==> src/hdl/flag_bus_pkg.sv <==
package flag_bus_pkg;

  localparam int          QUEUE_COUNT_MAX = 8;
  localparam int          DEV_NUM_W       = 3;
  localparam int          QADDR_W         = 6;
  localparam int          QADDR_DEV_LSB   = 3;
  localparam int          APB_ADDR_W      = 8;
  localparam int          APB_DATA_W      = 32;
  localparam int          QCOUNT_W        = 4;

  // Register byte addresses on the APB port.
  localparam logic [7:0]  ADDR_CTRL       = 8'h00;
  localparam logic [7:0]  ADDR_STATUS     = 8'h04;

  // Control register: number of configured queues in the low bits.
  localparam logic [3:0]  QCOUNT_RESET    = 4'h8;
  localparam int          CTRL_QCOUNT_LSB = 0;

  // Status register field positions.
  localparam int          ST_STYLE_BIT    = 0;
  localparam int          ST_PACKET_BIT   = 1;
  localparam int          ST_LEADER_BIT   = 2;
  localparam int          ST_EMPTY_BIT    = 3;
  localparam int          ST_FULL_BIT     = 4;
  localparam int          ST_RUN_BIT      = 5;

  // Bus selection styles latched at master reset.
  typedef enum logic {
    STYLE_ADDRESSED,
    STYLE_POLLED
  } select_style_t;

  // Next-cycle state of one shared flag bus.
  typedef struct packed {
    logic       hold;
    logic       drive;
    logic       token;
    logic       pulse;
  } bus_side_t;

  // Shared bus pins of one side.
  typedef struct packed {
    logic       oe;
    logic [7:0] value;
  } bus_pins_t;

endpackage : flag_bus_pkg

==> src/hdl/queue_flag_bus_expansion.sv <==
// The register addresses and the APB interface to the registers were chosen for this implementation.
`timescale 1ns/1ps

// Operation
// RQ1: Every queue has its own empty-side status shown on the shared bus.
// RQ2: Empty-side bus is eight bits, one per queue, all shown at once.
// RQ3: Packet mode at master reset selects packet-ready, else almost-empty status.
// RQ4: Queues one to eight drive bus bits zero to seven.
// RQ5: Bits of unconfigured queues are don't care for the observer.
// RQ6: Only one device drives a shared bus; others stay high impedance.
// RQ7: Style input at master reset picks addressed or token-polled selection.
// RQ8: Addressed: strobe with top read-address bits equal to device number selects.
// RQ9: Top three read-address bits compare with device number pins.
// RQ10: Bus shows new device status one read cycle after selection.
// RQ11: A queue bit may lag one extra cycle on a same-cycle switch.
// RQ12: Controller never selects read queue and bus device together.
// RQ13: Polled leader drives empty-side bus on first edge after master reset.
// RQ14: Polled leader pulses empty sync one cycle while holding bus.
// RQ15: Empty token out high while holding; next device holds following cycle.
// RQ16: Board ties empty token outputs into a closed ring.
// RQ17: Exactly one device in a chain is the leader.
// RQ18: Polled leader drives almost-full bus on first edge after master reset.
// RQ19: Polled leader pulses full sync one cycle while holding bus.
// RQ20: Full token out high while holding; next device holds following cycle.
// RQ21: Board ties full token outputs into a closed ring.
// RQ22: Addressed full bus: strobe with top write-address bits selects, shows next cycle.
// RQ23: A device not holding a bus keeps its outputs released.
// RQ24: Without a token in last cycle, token out stays low and bus released.
module queue_flag_bus_expansion #(
  parameter int QUEUES = flag_bus_pkg::QUEUE_COUNT_MAX
) (
  // Clock and reset
  input  wire logic                                  CLK_I,
  input  wire logic                                  RST_N_I,
  // APB register port
  input  wire logic                                  PSEL_I,
  input  wire logic                                  PENABLE_I,
  input  wire logic                                  PWRITE_I,
  input  wire logic [flag_bus_pkg::APB_ADDR_W-1:0]   PADDR_I,
  input  wire logic [flag_bus_pkg::APB_DATA_W-1:0]   PWDATA_I,
  output logic      [flag_bus_pkg::APB_DATA_W-1:0]   PRDATA_O,
  output logic                                       PREADY_O,
  output logic                                       PSLVERR_O,
  // Configuration straps, sampled while master reset is low
  input  wire logic                                  MASTER_RESET_N_I,
  input  wire logic                                  FLAG_BUS_SELECT_STYLE_I,
  input  wire logic                                  PACKET_MODE_SELECT_I,
  input  wire logic                                  CHAIN_LEADER_SELECT_I,
  input  wire logic [flag_bus_pkg::DEV_NUM_W-1:0]    DEVICE_NUMBER_PINS_I,
  // Per-queue status from the queue datapath, active low
  input  wire logic [QUEUES-1:0]                     ALMOST_EMPTY_FLAG_I,
  input  wire logic [QUEUES-1:0]                     PACKET_READY_FLAG_I,
  input  wire logic [QUEUES-1:0]                     ALMOST_FULL_FLAG_I,
  // Empty-side bus selection and ring
  input  wire logic [flag_bus_pkg::QADDR_W-1:0]      READ_QUEUE_ADDRESS_I,
  input  wire logic                                  EMPTY_BUS_STROBE_I,
  input  wire logic                                  EMPTY_TOKEN_IN_I,
  output logic                                       EMPTY_TOKEN_OUT_O,
  output logic                                       EMPTY_BUS_LEADER_PULSE_O,
  output logic [QUEUES-1:0]                          EMPTY_SIDE_STATUS_BUS_O,
  output logic                                       EMPTY_SIDE_STATUS_BUS_OE_O,
  // Full-side bus selection and ring
  input  wire logic [flag_bus_pkg::QADDR_W-1:0]      WRITE_QUEUE_ADDRESS_I,
  input  wire logic                                  FULL_BUS_STROBE_I,
  input  wire logic                                  FULL_TOKEN_IN_I,
  output logic                                       FULL_TOKEN_OUT_O,
  output logic                                       FULL_BUS_LEADER_PULSE_O,
  output logic [QUEUES-1:0]                          ALMOST_FULL_STATUS_BUS_O,
  output logic                                       ALMOST_FULL_STATUS_BUS_OE_O
);
  import flag_bus_pkg::*;

  // Flags are active low, so unconfigured queues read inactive high.
  function automatic logic [QUEUES-1:0] bus_value(input logic [QUEUES-1:0] flags,
                                                   input logic [QCOUNT_W-1:0] count);
    logic [QUEUES-1:0] v;
    v = flags;
    for (int q = 0; q < QUEUES; q++) begin
      if (q >= int'(count)) begin
        v[q] = 1'b1; // see RQ5
      end
    end
    return v; // see RQ4
  endfunction : bus_value

  // One cycle of bus ownership for either side.
  function automatic bus_side_t side_next(input logic mrs_n, input logic first_edge,
                                          input select_style_t style, input logic leader,
                                          input logic token_in, input logic strobe,
                                          input logic [DEV_NUM_W-1:0] addr_hi,
                                          input logic [DEV_NUM_W-1:0] dev_num,
                                          input logic hold);
    bus_side_t s;
    s = '0;
    if (!mrs_n) begin
      s = '0;
    end else if (style == STYLE_POLLED) begin
      s.hold  = first_edge ? leader : token_in; // see RQ13, RQ18, RQ24
      s.drive = s.hold;                          // see RQ23
      s.token = s.hold;                          // see RQ15, RQ20
      s.pulse = s.hold & leader;                 // see RQ14, RQ19
    end else begin
      s.hold  = strobe ? (addr_hi == dev_num) : hold; // see RQ8, RQ9, RQ22, RQ12
      s.drive = hold;                                 // see RQ10, RQ6
    end
    return s;
  endfunction : side_next

  logic                      rst_meta;
  logic                      rst_n;
  logic                      mrs_q;
  select_style_t             style;
  logic                      packet_mode;
  logic                      leader;
  logic [DEV_NUM_W-1:0]      dev_num;
  logic [QCOUNT_W-1:0]       qcount;
  logic                      empty_hold;
  logic                      full_hold;

  wire                       first_edge = MASTER_RESET_N_I & ~mrs_q;
  wire  [QUEUES-1:0]         empty_src  = packet_mode ? PACKET_READY_FLAG_I : ALMOST_EMPTY_FLAG_I; // see RQ3, RQ1
  wire  [QUEUES-1:0]         next_empty_value = bus_value(empty_src, qcount);                     // see RQ2
  wire  [QUEUES-1:0]         next_full_value  = bus_value(ALMOST_FULL_FLAG_I, qcount);

  wire  bus_side_t           next_empty = side_next(MASTER_RESET_N_I, first_edge, style, leader,
                                                    EMPTY_TOKEN_IN_I, EMPTY_BUS_STROBE_I,
                                                    READ_QUEUE_ADDRESS_I[QADDR_W-1:QADDR_DEV_LSB],
                                                    dev_num, empty_hold); // see RQ7
  wire  bus_side_t           next_full  = side_next(MASTER_RESET_N_I, first_edge, style, leader,
                                                    FULL_TOKEN_IN_I, FULL_BUS_STROBE_I,
                                                    WRITE_QUEUE_ADDRESS_I[QADDR_W-1:QADDR_DEV_LSB],
                                                    dev_num, full_hold);

  // APB decode; answers arrive one cycle into the access phase.
  wire                       apb_access = PSEL_I & PENABLE_I & ~PREADY_O;
  wire                       hit_ctrl   = (PADDR_I == ADDR_CTRL);
  wire                       hit_status = (PADDR_I == ADDR_STATUS);
  wire                       apb_ok     = hit_ctrl | (hit_status & ~PWRITE_I);
  wire                       ctrl_wr    = apb_access & PWRITE_I & hit_ctrl;
  wire  [APB_DATA_W-1:0]     status_word = APB_DATA_W'({mrs_q,
                                                        full_hold, empty_hold, leader,
                                                        packet_mode, style == STYLE_POLLED});
  wire  [APB_DATA_W-1:0]     ctrl_word   = APB_DATA_W'(qcount) << CTRL_QCOUNT_LSB;
  wire  [APB_DATA_W-1:0]     next_prdata = (~apb_ok | PWRITE_I) ? '0 :
                                           hit_ctrl ? ctrl_word : status_word;

  // Reset release through two stages; assertion stays asynchronous.
  always_ff @(posedge CLK_I or negedge RST_N_I) begin
    if (!RST_N_I) begin
      rst_meta <= 1'b0;
      rst_n    <= 1'b0;
    end else begin
      rst_meta <= 1'b1;
      rst_n    <= rst_meta;
    end
  end

  // Straps are caught by the clock while master reset is held, never by the reset itself.
  always_ff @(posedge CLK_I or negedge rst_n) begin
    if (!rst_n) begin
      mrs_q       <= 1'b0;
      style       <= STYLE_ADDRESSED;
      packet_mode <= 1'b0;
      leader      <= 1'b0;
      dev_num     <= '0;
    end else begin
      mrs_q <= MASTER_RESET_N_I;
      if (!MASTER_RESET_N_I) begin
        style       <= select_style_t'(FLAG_BUS_SELECT_STYLE_I); // see RQ7
        packet_mode <= PACKET_MODE_SELECT_I;                     // see RQ3
        leader      <= CHAIN_LEADER_SELECT_I;                    // see RQ17
        dev_num     <= DEVICE_NUMBER_PINS_I;
      end
    end
  end

  always_ff @(posedge CLK_I or negedge rst_n) begin
    if (!rst_n) begin
      empty_hold                  <= 1'b0;
      EMPTY_SIDE_STATUS_BUS_OE_O  <= 1'b0;
      EMPTY_SIDE_STATUS_BUS_O     <= '1;
      EMPTY_TOKEN_OUT_O           <= 1'b0;
      EMPTY_BUS_LEADER_PULSE_O    <= 1'b0;
    end else begin
      empty_hold                  <= next_empty.hold;
      EMPTY_SIDE_STATUS_BUS_OE_O  <= next_empty.drive; // see RQ6, RQ23
      EMPTY_SIDE_STATUS_BUS_O     <= next_empty_value; // see RQ11
      EMPTY_TOKEN_OUT_O           <= next_empty.token; // see RQ15
      EMPTY_BUS_LEADER_PULSE_O    <= next_empty.pulse; // see RQ14
    end
  end

  always_ff @(posedge CLK_I or negedge rst_n) begin
    if (!rst_n) begin
      full_hold                   <= 1'b0;
      ALMOST_FULL_STATUS_BUS_OE_O <= 1'b0;
      ALMOST_FULL_STATUS_BUS_O    <= '1;
      FULL_TOKEN_OUT_O            <= 1'b0;
      FULL_BUS_LEADER_PULSE_O     <= 1'b0;
    end else begin
      full_hold                   <= next_full.hold;
      ALMOST_FULL_STATUS_BUS_OE_O <= next_full.drive; // see RQ22, RQ23
      ALMOST_FULL_STATUS_BUS_O    <= next_full_value;
      FULL_TOKEN_OUT_O            <= next_full.token; // see RQ20
      FULL_BUS_LEADER_PULSE_O     <= next_full.pulse; // see RQ19
    end
  end

  // Queue count only masks bus bits; it does not touch ownership.
  always_ff @(posedge CLK_I or negedge rst_n) begin
    if (!rst_n) begin
      qcount    <= QCOUNT_RESET;
      PREADY_O  <= 1'b0;
      PSLVERR_O <= 1'b0;
      PRDATA_O  <= '0;
    end else begin
      PREADY_O  <= apb_access;
      PSLVERR_O <= apb_access & ~apb_ok;
      PRDATA_O  <= apb_access ? next_prdata : '0;
      if (ctrl_wr) begin
        qcount <= PWDATA_I[CTRL_QCOUNT_LSB +: QCOUNT_W];
      end
    end
  end

endmodule : queue_flag_bus_expansion

==> config.mk <==
export PLATFORM = sky130hd
export DESIGN_NAME = queue_flag_bus_expansion
export DESIGN_NICKNAME = d
export VERILOG_FILES = /design/src/hdl/flag_bus_pkg.sv /design/src/hdl/queue_flag_bus_expansion.sv
export SDC_FILE = /design/constraint.sdc
export NUM_CORES = 1
export LEC_CHECK = 0
export BUFFER_PORTS_ARGS = -buffer_cell sky130_fd_sc_hd__buf_2
export CAP_MARGIN = 10
export CORE_MARGIN = 8
export CORE_UTILIZATION = 40
export DETAILED_ROUTE_END_ITERATION = 10
export GPL_ROUTABILITY_DRIVEN = 0
export GPL_TIMING_DRIVEN = 0
export HOLD_SLACK_MARGIN = 0.02
export PLACE_DENSITY = 0.76
export SLEW_MARGIN = 10
export SYNTH_ARGS = -nofsm -noshare
export SYNTH_HDL_FRONTEND = slang
export SYNTH_SLANG_ARGS = --single-unit
==> constraint.sdc <==
create_clock -name CLK_I -period 1.6 [get_ports CLK_I]
set_clock_uncertainty 0.15 [all_clocks]
set_input_delay 0.08 -clock CLK_I [delete_from_list [all_inputs] [get_ports CLK_I]]
set_output_delay 0.08 -clock CLK_I [all_outputs]
set_load 0.01 [all_outputs]
After elaboration in Yosys (flattened, before gate mapping) --
Cells that the tools add are included.
Storage, ports and cells: logic and storage cells 80, output and inout port bits 56, bits of input ports 92, register bits after elaboration 45
Operators by class: bitwise operators 15, eq/ne operators 5, order comparisons 8, reduce and logical (&&, ||, !) cells 1, muxes and demuxes 30
Operators with widths (count):
- 1-bit two-way mux | 20
- 6-bit two-way mux | 3
- 3-bit by 4-bit >= comparator with 1-bit output (first input constant) | 4
- 1-bit bitwise AND | 9
- 8-bit by 3-bit equality test with 1-bit output (second input constant) | 1
- 1-bit by 4-bit >= comparator with 1-bit output (first input constant) | 2
- 2-bit by 4-bit >= comparator with 1-bit output (first input constant) | 2
- 8-bit zero test | 1
- 2-bit two-way mux | 4
- 4-bit two-way mux | 2
- 8-bit two-way mux | 1
- 3-bit equality test | 2
- 3-bit by 1-bit inequality test with 1-bit output (second input constant) | 2
- 1-bit inverter | 4
- 1-bit bitwise OR | 2

Depth between registers and ports, before layout --
Gate-level depths: netlist of run 1.
depth after elaboration 7, gate-level depth with buffers 4, depth with buffers taken out 3

Least setup slack after synthesis of run 1 --
OpenSTA, ideal clock, no wires.
path kind register -> register, from register PREADY_O, to register qcount[0], setup slack 199 ps, path buffers 1, period minus slack after synthesis 1401 ps, library setup time 125 ps, arrival 1126 ps, stages on the path, launching flop included 5, required time 1325 ps, path through dfrtp_1 and3b_1 buf_2 nand4_2 mux2_2
On the way: word-level cells in the longest chain between the ends 4
RTL lines:
- from (decl) | RTL line queue_flag_bus_expansion.sv:42 | output logic PREADY_O,
- from (signal assigned) | RTL line queue_flag_bus_expansion.sv:217 | PREADY_O <= apb_access;
- 1-bit inverter | RTL line queue_flag_bus_expansion.sv:135 | wire apb_access = PSEL_I & PENABLE_I & ~PREADY_O;
- 1-bit bitwise AND | RTL line queue_flag_bus_expansion.sv:135
- named net apb_access | RTL line queue_flag_bus_expansion.sv:135
- 1-bit bitwise AND (2 in series) | RTL line queue_flag_bus_expansion.sv:139 | wire ctrl_wr = apb_access & PWRITE_I & hit_ctrl;
- to (signal assigned) | RTL line queue_flag_bus_expansion.sv:221 | qcount <= PWDATA_I[CTRL_QCOUNT_LSB +: QCOUNT_W];
- to (decl) | RTL line queue_flag_bus_expansion.sv:116 | logic [QCOUNT_W-1:0] qcount;
The timed path passes the listed nets, and every way through them passes these cells. A chain may end at the register's enable or synchronous reset.

Worst setup path in the final report of run 1 --
from input PADDR_I[6] (netlist name), to register qcount[2]
On the way: word-level cells in the longest chain between the ends 2
RTL lines:
- from (decl) | RTL line queue_flag_bus_expansion.sv:39 | input wire logic [flag_bus_pkg::APB_ADDR_W-1:0] PADDR_I,
- 8-bit zero test | RTL line queue_flag_bus_expansion.sv:136 | wire hit_ctrl = (PADDR_I == ADDR_CTRL);
- 1-bit bitwise AND | RTL line queue_flag_bus_expansion.sv:139
No other way between the ends.

==> metrics.md, run 1 <==
| Metric | Value |
|---|---|
| GR Util met2 | `between 20% and 30%` |
| Area share of the largest cell type after synthesis | `between 30% and 40%` |
| Filler instances | `roughly 410` |
| Cell Chain, Critical Path | `dlygate4sd3_1 > buf_2 > nor4_4 > nand4_2 > mux2_2` |
| Final core utilization | `between 60 and 70%` |
| IO Port Bufs | `86` |
| Slowest library cell on the worst path | `dlygate4sd3_1` |
| DR iter-0 viols | `37` |
| Portion of the post-synthesis area used by sequential elements | `a little under three fifths` |
| HPWL after detailed placement | `3960 microns` |
| Maximum cell stage delay along the critical path | `0.54 ns` |
| Nature of the critical path endpoint | `register` |
| Final setup viols | `0` |
| Post-detailed-route count of antenna-violating nets | `0` |
| Dominant cell type by area after synthesis | `dfrtp_1` |
| Root buffer selected by CTS | `clkbuf_8` |
| RSZ-0062 raised after global routing | `false` |
| Post-CTS repair timing setup buffer count | `0` |
| Average routed wire per standard cell | `approximately 13 microns` |
| Minimum period implied by the final worst setup slack | `around 1.5 ns` |
| Headroom to the max-slew limit | `64.0%` |
| Number of placed cells counting well taps | `351` |
| Instance area after placement | `2660 sq um` |
| Share of flip-flops with an asynchronous set or reset after synthesis | `between 90% and 100%` |
| Final Hold Vio Count | `1` |
| I/O pin count | `148` |
| Num Clock Sinks | `45` |
| Pre-Repair DR Iteration Count | `2` |
| Core area | `5010 sq um` |
| Clock latency on the worst-skew pair | `slightly below 0.3 ns` |
| Violations in the final reports | `negative hold slack` |
| Combined global-route utilization of all metal layers | `approximately 15%` |
| Worst Max-Slew Pin Slew | `between 0.5 and 0.6 ns` |
| Vias per Instance | `roughly 4.2` |
| Antenna violations before repair | `0` |
| Family of cells with the greatest summed delay on the critical path | `buffers and inverters` |
| Switching power of the nets | `between 0.0005 and 0.0006 W` |
| Outcome | `complete, but fails checks` |
| #FFs+latches synth | `45` |
| Avg Synthesized Cell Area | `about 12 sq um` |
| Switching fraction of total power | `approximately a quarter` |
| Design internal power | `~0.0018 W` |
| Die Outline Area | `~7600 sq um` |
| P_leak | `roughly 1.6 nW` |
| Worst hold slack after final layout | `-0.0443 ns` |
| Remaining global-route overflow | `0` |
| Number of H-tree branching levels | `2` |
| Critical-path maximum fanout | `4` |
| Fin cells | `around 400` |
| Dominant cells by area after synthesis | `dfrtp_1, dfstp_2, buf_4` |
| # diodes | `0` |
| Fraction of power consumed by sequential logic | `a little over half` |
| Worst-path clk slew | `roughly 0.08 ns` |
| Placement Rows | `26` |
| Total negative slack for setup checks | `0 ns` |
| Post-CTS Hold Fix Bufs | `49` |
| Fraction of power consumed by the clock network | `28.9%` |
| Buffers and inverters on the worst path | `2` |
| Post-synth top flop | `dfrtp_1` |
| Buffers from clock root to sink, at most | `2` |
| Most common cell in the synthesized netlist | `dfrtp_1` |
| Top cell types by occurrence after synthesis | `dfrtp_1, buf_4, dfstp_2` |
| Final non-filler cell area | `about 3200 sq um` |
| Synth-to-layout area growth | `59.5%` |
| Cells after Synth | `~170` |
| Total clock buffers created by CTS | `5` |
| Count of unique library cells instantiated by Yosys | `32` |
| Fraction of layout cells with a size suffix above 1 | `45.3%` |
| Met3 routing resource usage after global routing | `roughly 4.6%` |
| Critical path required time | `about 1.6 ns` |
| Die W | `approximately 87 microns` |
| Worst VDD drop | `between 0.4 and 0.5 mV` |
| Fmax | `approximately 660 MHz` |
| Number of flops mapped to enable cells by yosys | `0` |
| Vias in the first global route | `between 1500 and 2000` |
| Kind of critical path | `in2reg` |
| Mapped Area | `a little over 2000 sq um` |
| Max Cap Violations | `0` |
| Largest net degree at the start of global routing | `31` |
| Crit share post-route | `a little over nine tenths` |
| Number of max-slew violations in the final report | `0` |
| Final WL | `5460 microns` |
| DRC viols | `0` |
| Logic gate share of total power | `18.7%` |
| Global-route track usage on met1 | `15.7%` |
| Starting density of the core | `40.5%` |
| Data arrival, critical path | `~1.6 ns` |
| GRT busiest layer | `met2` |
| Nature of the critical path startpoint | `primary input` |
| Layout Nets | `429` |
| Wire length of the first global-routing pass | `8740 microns` |
| Clock tree from TritonCTS | `yes` |
| Die height | `roughly 87 microns` |
| Post-cts resize count | `0` |
| Power density over the cells | `approximately 720 nW/um^2` |
| Hold crit path type | `in2reg` |
| Via count of the routed design | `roughly 1700` |
| Count of warnings emitted by yosys | `0` |
[metrics by stage]
stage | total power (W) | hold WS (ns) | setup slack [ns]
after global placement | 0.00156 | -0.284 | -0.365
final | 0.00233 | -0.0443 | 0.0753
after CTS | 0.00235 | -0.0453 | 0.0766
after floorplan | 0.00144 | -0.366 | 0.135
after global routing | 0.00246 | -0.0104 | 0.0125
after detailed placement | 0.00158 | -0.284 | 0.0948
[sequential cells by signal, indices dropped and copies added, names as in the netlist, 3 cells and up]
register and cells:
ALMOST_FULL_STATUS_BUS_O 8, EMPTY_SIDE_STATUS_BUS_O 8, PRDATA_O 6, dev_num 3, qcount 4
[layer usage]
| layer | part of all wire (%) | up-vias |
|---|---|---|
| met5 | 0 | - |
| li1 | - | 845 |
| met2 | 54 | 66 |
| met3 | 7.5 | 6 |
| met4 | 1.2 | 0 |
| met1 | 37 | 782 |
[final cells by class]
cell class                 instances  area, sq um  share of cell area [%]
buffer                            33          224                    6.92
multi-input combinational        110          731                    22.6
timing repair buffer             136          941                    29.1
clock inverter                     1         7.51                   0.232
tap                               70         87.6                    2.70
sequential                        45         1150                    35.5
clock buffer                       7         76.3                    2.36
inverter                           6         22.5                   0.696
[worst min-delay path: stages]
cell and delay (ns):
buf_2 0.10, nor4_4 0.05, a31oi_1 0.12
[path summary, 6_finish.rpt]
path                                            to        from  depth (start not counted)  slack (ns)
max in group asynchronous                    rst_n     RST_N_I                          3        0.68
max reg2reg                              qcount[2]    PREADY_O                          4        0.12
min reg2reg                FULL_BUS_LEADER_PULSE_O       rst_n                          0        0.03
min in group asynchronous  FULL_BUS_LEADER_PULSE_O       rst_n                          0        0.03
min                                      PSLVERR_O  PADDR_I[5]                          3       -0.04
max                                      qcount[2]  PADDR_I[6]                          5        0.08
[power groups by stage]
stage / logic (W) / registers, W / clock network (W)
floorplan: 0.000193 / 0.00125 / 0
global placement: 0.000311 / 0.00125 / 0
detailed placement: 0.000337 / 0.00124 / 0
CTS: 0.000430 / 0.00122 / 0.000702
global route: 0.000480 / 0.00123 / 0.000748
finish: 0.000435 / 0.00122 / 0.000673
[kinds of logic (layout without fill, tap and decap cells)]
kind of cell / after synthesis / count (layout) / share of synthesized area [%]
flip-flops: 45 / 45 / 56.5
AND/OR/NAND/NOR: 34 / 34 / 10.4
AO/OA/AOI/OAI: 22 / 22 / 7.09
multiplexers: 21 / 21 / 10.9
other: 2 / 27 / 0.370
buffers and inverters: 39 / 183 / 12.1
XOR/XNOR: 6 / 6 / 2.59
[cell usage in the layout (no fill, tap or decap)]
master | netlist | layout
nand4_1 | 2 | 2
a21boi_0 | 4 | 4
and3_1 | 2 | 2
buf_12 | 0 | 1
buf_4 | 26 | 26
mux2i_1 | 12 | 12
nor2_1 | 6 | 6
and3b_1 | 1 | 1
mux2_2 | 9 | 9
a211o_1 | 3 | 3
nand4b_1 | 1 | 1
nor3_1 | 1 | 1
or3_1 | 1 | 1
inv_1 | 6 | 6
and4b_2 | 1 | 1
nor2b_1 | 3 | 3
nor4_4 | 1 | 1
nand3_1 | 1 | 1
a21oi_1 | 5 | 5
dlygate4sd3_1 | 0 | 49
a31oi_1 | 2 | 2
nand2_1 | 6 | 6
o21ai_0 | 4 | 4
clkinvlp_4 | 0 | 1
or2_2 | 2 | 2
o21bai_1 | 2 | 2
dfstp_2 | 17 | 17
clkbuf_8 | 0 | 5
clkbuf_1 | 5 | 7
xnor2_1 | 6 | 6
nand4_2 | 1 | 1
dfrtp_2 | 0 | 1
o21a_1 | 2 | 2
buf_2 | 2 | 88
dfrtp_1 | 28 | 27
conb_1 | 2 | 27
nand2b_1 | 5 | 5
Note: power is estimated with default switching activity, not from simulation.
==> run 2, diff against run 1 <==
Settings changed: CTS_CLUSTER_SIZE set to 25, RECOVER_POWER set to 100, TNS_END_PERCENT set to 30.
==> metrics.md, run 2 (same netlist as run 1, synthesis figures left out) <==
| Metric | Value |
|---|---|
| Worst-path clk slew | `0.08 ns (about the same)` |
| Slowest library cell on the worst path | `dlygate4sd3_1` |
| Final setup viols | `0 (unchanged)` |
| Combined global-route utilization of all metal layers | `14.7% (unchanged)` |
| Post-CTS repair timing setup buffer count | `0 (unchanged)` |
| Headroom to the max-slew limit | `60.6% (-3.4 points)` |
| DRC viols | `0 (unchanged)` |
| Starting density of the core | `40.5% (unchanged)` |
| Nature of the critical path endpoint | `register` |
| Placement Rows | `26 (unchanged)` |
| Worst Max-Slew Pin Slew | `0.590 ns (+0.0507 ns)` |
| Final core utilization | `63.6% (-1.0 points)` |
| Wire length of the first global-routing pass | `8740 microns (unchanged)` |
| Total clock buffers created by CTS | `5 (unchanged)` |
| # diodes | `0 (unchanged)` |
| Root buffer selected by CTS | `clkbuf_8` |
| Sequential standard cell area | `1150 sq um (-0.11%)` |
| DR iter-0 viols | `40 (+8.1%)` |
| Buffers from clock root to sink, at most | `2 (unchanged)` |
| Core area | `5010 sq um (unchanged)` |
| Nature of the critical path startpoint | `primary input` |
| DRT met1 WL | `2040 microns (+0.54%)` |
| Die height | `87.3 microns (unchanged)` |
| Topmost layer with routed signal wires | `met4` |
| Detail Route met2 WL | `2920 microns (-0.78%)` |
| Maximum cell stage delay along the critical path | `0.54 ns (about the same)` |
| Post-detailed-route count of antenna-violating nets | `0 (unchanged)` |
| Cell Chain, Critical Path | `dlygate4sd3_1 > clkbuf_1 > nor4_4 > nand4_2 > mux2_2` |
| Top library cells by usage in the layout, fill and taps aside | `buf_2, dlygate4sd3_1, clkbuf_1` |
| Data arrival, critical path | `1.55 ns (about the same)` |
| Synth-to-layout area growth | `56.9%` |
| IO Port Bufs | `86 (unchanged)` |
| Leading cell type in the layout, fill and taps excluded | `buf_2` |
| Worst VDD drop | `0.459 mV (about the same)` |
| Total negative slack for setup checks | `0 ns (unchanged)` |
| RSZ-0062 raised after global routing | `false` |
| Num Clock Sinks | `45 (unchanged)` |
| Via count of the routed design | `1707 (+0.47%)` |
| Violations in the final reports | `negative hold slack` |
| Number of H-tree branching levels | `2 (unchanged)` |
| Worst hold slack after final layout | `-0.0404 ns (+0.00390 ns)` |
| I/O pin count | `148 (unchanged)` |
| Family of cells with the greatest summed delay on the critical path | `buffers and inverters` |
| Layout Nets | `429 (unchanged)` |
| Pre-Repair DR Iteration Count | `4 (+2)` |
| Met3 routed WL | `453 microns (+10%)` |
| Antenna violations before repair | `0 (unchanged)` |
| Final WL | `5490 microns (+0.59%)` |
| Clock tree from TritonCTS | `yes` |
| Final Hold Vio Count | `1 (unchanged)` |
| Vias in the first global route | `1892 (unchanged)` |
| Post-CTS Hold Fix Bufs | `49 (unchanged)` |
| Area used by multi-input combinational logic | `731 sq um (unchanged)` |
| Largest net degree at the start of global routing | `31 (unchanged)` |
| Vias per Instance | `4.18 (+0.47%)` |
| Average routed wire per standard cell | `13.5 microns (+0.59%)` |
| Buffers and inverters on the worst path | `2 (unchanged)` |
| Total power after layout | `0.00232 W (-0.50%)` |
| HPWL after detailed placement | `3960 microns (unchanged)` |
| Biggest regs | `ALMOST_FULL_STATUS_BUS_O: 8 flops, EMPTY_SIDE_STATUS_BUS_O: 8 flops, PRDATA_O: 6 flops` |
| Clock latency on the worst-skew pair | `0.29 ns (about the same)` |
| Number of max-slew violations in the final report | `0 (unchanged)` |
| Filler instances | `435 (+5.3%)` |
| Post-cts resize count | `0 (unchanged)` |
| Die Outline Area | `7610 sq um (unchanged)` |
| Fmax | `656 MHz (about the same)` |
| Critical path required time | `1.63 ns (about the same)` |
| Outcome | `complete, but fails checks` |
| Die W | `87.3 microns (unchanged)` |
| Crit share post-route | `95.3% (about the same)` |
| Kind of critical path | `in2reg` |
| Power density over the cells | `727 nW/um^2 (+1.1%)` |
| Minimum period implied by the final worst setup slack | `1.52 ns (-0.000253 ns)` |
| Critical-path maximum fanout | `4 (unchanged)` |
| P_leak | `1.57 nW (-5.0%)` |
| Hold crit path type | `in2reg` |
| Fraction of layout cells with a size suffix above 1 | `35.8% (-9.5 points)` |
| Max Cap Violations | `0 (unchanged)` |
| Remaining global-route overflow | `0 (unchanged)` |
run 2: changes by cell type in the layout (fill, tap and decap cells not counted), sizes merged:
cell    previous run  this run
clkbuf            12        44
buf              115        83
run 2: metrics by stage:
step | cell area [sq um] | cells | hold WS (ns) | setup WS [ns]
after global placement | 2640 | 350 | -0.284 | -0.365
after detailed placement | 2660 | 351 | -0.284 | 0.0948
after global routing | 3190 | 408 | -0.00847 | 0.0133
after floorplan | 2120 | 194 | -0.366 | 0.135
final | 3190 | 408 | -0.0404 | 0.0755
after CTS | 3240 | 408 | -0.0453 | 0.0766
run 2: report_power, final:
group	leakage (nW)	total, W	internal [W]	switching [W]
registers	0.543	0.00122	0.00118	0.0000342
logic	0.985	0.000426	0.000248	0.000179
clock network	0.0385	0.000671	0.000309	0.000362
total	1.57	0.00232	0.00174	0.000574
run 2: cell type report:
cell class | instances | share of cell area [%]
clock inverter | 1 | 0.236
inverter | 6 | 0.707
sequential | 45 | 36.0
buffer | 33 | 7.03
tap | 70 | 2.75
clock buffer | 7 | 2.40
multi-input combinational | 110 | 22.9
timing repair buffer | 136 | 27.9
run 2: worst register-to-register path, delay by kind of cell, from the launching register on:
family | cells | cell delay [ns]
AO/OA/AOI/OAI | 1 | 0.11
flip-flops | 1 | 0.53
AND/OR/NAND/NOR | 1 | 0.30
buffers and inverters | 1 | 0.33
run 2: layer usage:
layer  track usage (%)  vias up
li1                  -      844
met1              15.7      786
met2              27.0       71
met3              4.62        6
met4              4.22        0
met5                 0        -
run 2: worst paths after layout:
path / startpoint / to / slack (ns) / depth (start not counted)
min: PADDR_I[5] / PSLVERR_O / -0.04 / 3
min in group asynchronous: rst_n / FULL_BUS_LEADER_PULSE_O / 0.10 / 0
max in group asynchronous: rst_n / ALMOST_FULL_STATUS_BUS_O[3] / 0.30 / 1
max reg2reg: qcount[3] / ALMOST_FULL_STATUS_BUS_O[5] / 0.11 / 3
max: PADDR_I[6] / qcount[2] / 0.08 / 5
min reg2reg: rst_n / FULL_BUS_LEADER_PULSE_O / 0.10 / 0
==> run 3, diff against run 2 <==
Settings changed: GPL_ROUTABILITY_DRIVEN 0 to unset, RECOVER_POWER 100 to 25.
==> metrics.md, run 3 (same netlist as run 1, synthesis figures left out) <==
| Metric | Value |
|---|---|
| Outcome | `complete, but fails checks` |
| Violations in the final reports | `negative hold slack` |
| Post-CTS repair timing setup buffer count | `0 (unchanged)` |
| DRC viols | `0 (unchanged)` |
| Final setup viols | `0 (unchanged)` |
| Die height | `87.3 microns (unchanged)` |
| Power density over the cells | `720 nW/um^2 (-0.89%)` |
| Worst Max-Slew Pin Slew | `0.580 ns (-0.0105 ns)` |
| Num Clock Sinks | `45 (unchanged)` |
| Total negative slack for setup checks | `0 ns (unchanged)` |
| Die W | `87.3 microns (unchanged)` |
| Max Cap Violations | `0 (unchanged)` |
| Antenna violations before repair | `0 (unchanged)` |
| Data arrival, critical path | `1.55 ns (about the same)` |
| Crit share post-route | `95.3% (about the same)` |
| Number of H-tree branching levels | `2 (unchanged)` |
| Critical path required time | `1.63 ns (about the same)` |
| Core area | `5010 sq um (unchanged)` |
| Number of max-slew violations in the final report | `0 (unchanged)` |
| Remaining global-route overflow | `0 (unchanged)` |
| P_leak | `1.64 nW (+5.0%)` |
| I/O pin count | `148 (unchanged)` |
| Buffers from clock root to sink, at most | `2 (unchanged)` |
| RSZ-0062 raised after global routing | `false` |
| Slack of the critical path | `0.0753 ns (-0.000253 ns)` |
| Clock latency on the worst-skew pair | `0.29 ns (about the same)` |
| Synth-to-layout area growth | `58.8%` |
| Worst-path clk slew | `0.08 ns (about the same)` |
| Routability congestion estimate | `0.721` |
| Minimum period implied by the final worst setup slack | `1.52 ns (+0.000253 ns)` |
| WHS Endpoint | `PSLVERR_O` |
| Root buffer selected by CTS | `clkbuf_8` |
| Hold crit path type | `in2reg` |
| Fmax | `656 MHz (about the same)` |
| Via count of the routed design | `1699 (-0.47%)` |
| Average routed wire per standard cell | `13.4 microns (-0.58%)` |
| Depth of the most critical reg-to-reg path | `4 (+1)` |
| Worst VDD drop | `0.459 mV (about the same)` |
| Worst r2r dst | `qcount[2]` |
| Layout Nets | `429 (unchanged)` |
| Post-CTS Hold Fix Bufs | `49 (unchanged)` |
| Vias in the first global route | `1892 (unchanged)` |
| Starting density of the core | `40.5% (unchanged)` |
| Worst hold slack after final layout | `-0.0443 ns (-0.00390 ns)` |
| DR iter-0 viols | `37 (-7.5%)` |
| Leading cell type in the layout, fill and taps excluded | `buf_2` |
| Placement-stage worst setup slack | `0.0948 ns (unchanged)` |
| Global-route track usage on met1 | `15.7% (unchanged)` |
| GR Util met2 | `27.0% (unchanged)` |
| Filler instances | `415 (-4.6%)` |
| Wire length of the first global-routing pass | `8740 microns (unchanged)` |
| # diodes | `0 (unchanged)` |
| Worst R2R Start | `PREADY_O` |
| Final Hold Vio Count | `1 (unchanged)` |
| GRT busiest layer | `met2` |
| Reg2Reg Setup Slack | `0.12 ns (about the same)` |
| Total clock buffers created by CTS | `5 (unchanged)` |
| Vias per Instance | `4.16 (-0.47%)` |
| Fraction of layout cells with a size suffix above 1 | `45.0% (+9.2 points)` |
| Headroom to the max-slew limit | `61.3% (+0.70 points)` |
| Placement Rows | `26 (unchanged)` |
| Die Outline Area | `7610 sq um (unchanged)` |
| Number of cells on the worst hold path | `3 (unchanged)` |
| Final core utilization | `64.4% (+0.77 points)` |
| Combined global-route utilization of all metal layers | `14.7% (unchanged)` |
| Biggest regs | `ALMOST_FULL_STATUS_BUS_O: 8 flops, EMPTY_SIDE_STATUS_BUS_O: 8 flops, PRDATA_O: 6 flops` |
| Post-detailed-route count of antenna-violating nets | `0 (unchanged)` |
| Post-cts resize count | `0 (unchanged)` |
| Worst Min Path Start | `PADDR_I[5]` |
| Largest net degree at the start of global routing | `31 (unchanged)` |
| Met3 routing resource usage after global routing | `4.62% (unchanged)` |
| Kind of critical path | `in2reg` |
| Nature of the critical path endpoint | `register` |
| HPWL after detailed placement | `3960 microns (unchanged)` |
| IO Port Bufs | `86 (unchanged)` |
| Critical-path maximum fanout | `4 (unchanged)` |
| Final WL | `5460 microns (-0.58%)` |
| Top library cells by usage in the layout, fill and taps aside | `buf_2, dlygate4sd3_1, dfrtp_1` |
| Clock tree from TritonCTS | `yes` |
| Nature of the critical path startpoint | `primary input` |
| Pre-Repair DR Iteration Count | `2 (-2)` |
==> run 3: changes by cell type in the layout (fill, tap and decap cells not counted), sizes merged <==
cell and change:
buf +31, clkbuf -31
==> run 3: power by group <==
group | total, W | switching (W) | internal, W
sequential | 0.00122 | 0.0000334 | 0.00118
combinational | 0.000432 | 0.000179 | 0.000253
clock | 0.000673 | 0.000364 | 0.000309
total | 0.00232 | 0.000576 | 0.00175
==> run 3: area by class of cell <==
class / count / area (sq um) / share of cell area (%)
plain buffers: 33 / 224 / 6.95
clock inverters: 1 / 7.51 / 0.233
well taps: 70 / 87.6 / 2.72
inverters: 6 / 22.5 / 0.698
multi-input cells: 110 / 731 / 22.7
clock buffers: 7 / 76.3 / 2.37
repair buffers: 136 / 928 / 28.8
flip-flops and latches: 45 / 1150 / 35.6
==> run 3: per-stage QoR <==
stage	hold slack [ns]	power (W)	area, sq um	cells
6_report	-0.0443	0.00232	3220	408
5_1_grt	-0.0104	0.00245	3220	408
4_1_cts	-0.0453	0.00235	3240	408
3_5_place_dp	-0.284	0.00158	2660	351
3_3_place_gp	-0.284	0.00156	2640	350
2_1_floorplan	-0.366	0.00144	2120	194
==> run 3: critical path, stage by stage <==
cell and delay [ns]:
dlygate4sd3_1 0.54, buf_2 0.14, nor4_4 0.21, nand4_2 0.25, mux2_2 0.33
==> run 3: worst max path at each step <==
stage	from	to	slack, ns	depth (start not counted)
2_1_floorplan	rst_n	ALMOST_FULL_STATUS_BUS_OE_O	0.13	0
3_3_place_gp	rst_n	packet_mode	-0.37	0
3_5_place_dp	PADDR_I[1]	qcount[2]	0.09	4
4_1_cts	PADDR_I[6]	qcount[2]	0.08	5
5_1_grt	PADDR_I[6]	qcount[1]	0.01	5
6_report	PADDR_I[6]	qcount[2]	0.08	5
==> run 3: per-layer routing <==
| metal | up-vias | wire length, microns | share of wire (%) |
|---|---|---|---|
| li1 | 845 | - | - |
| met1 | 782 | 2030 | 37 |
| met2 | 66 | 2950 | 54 |
| met3 | 6 | 411 | 7.5 |
| met4 | 0 | 67 | 1.2 |
| met5 | - | 0 | 0 |
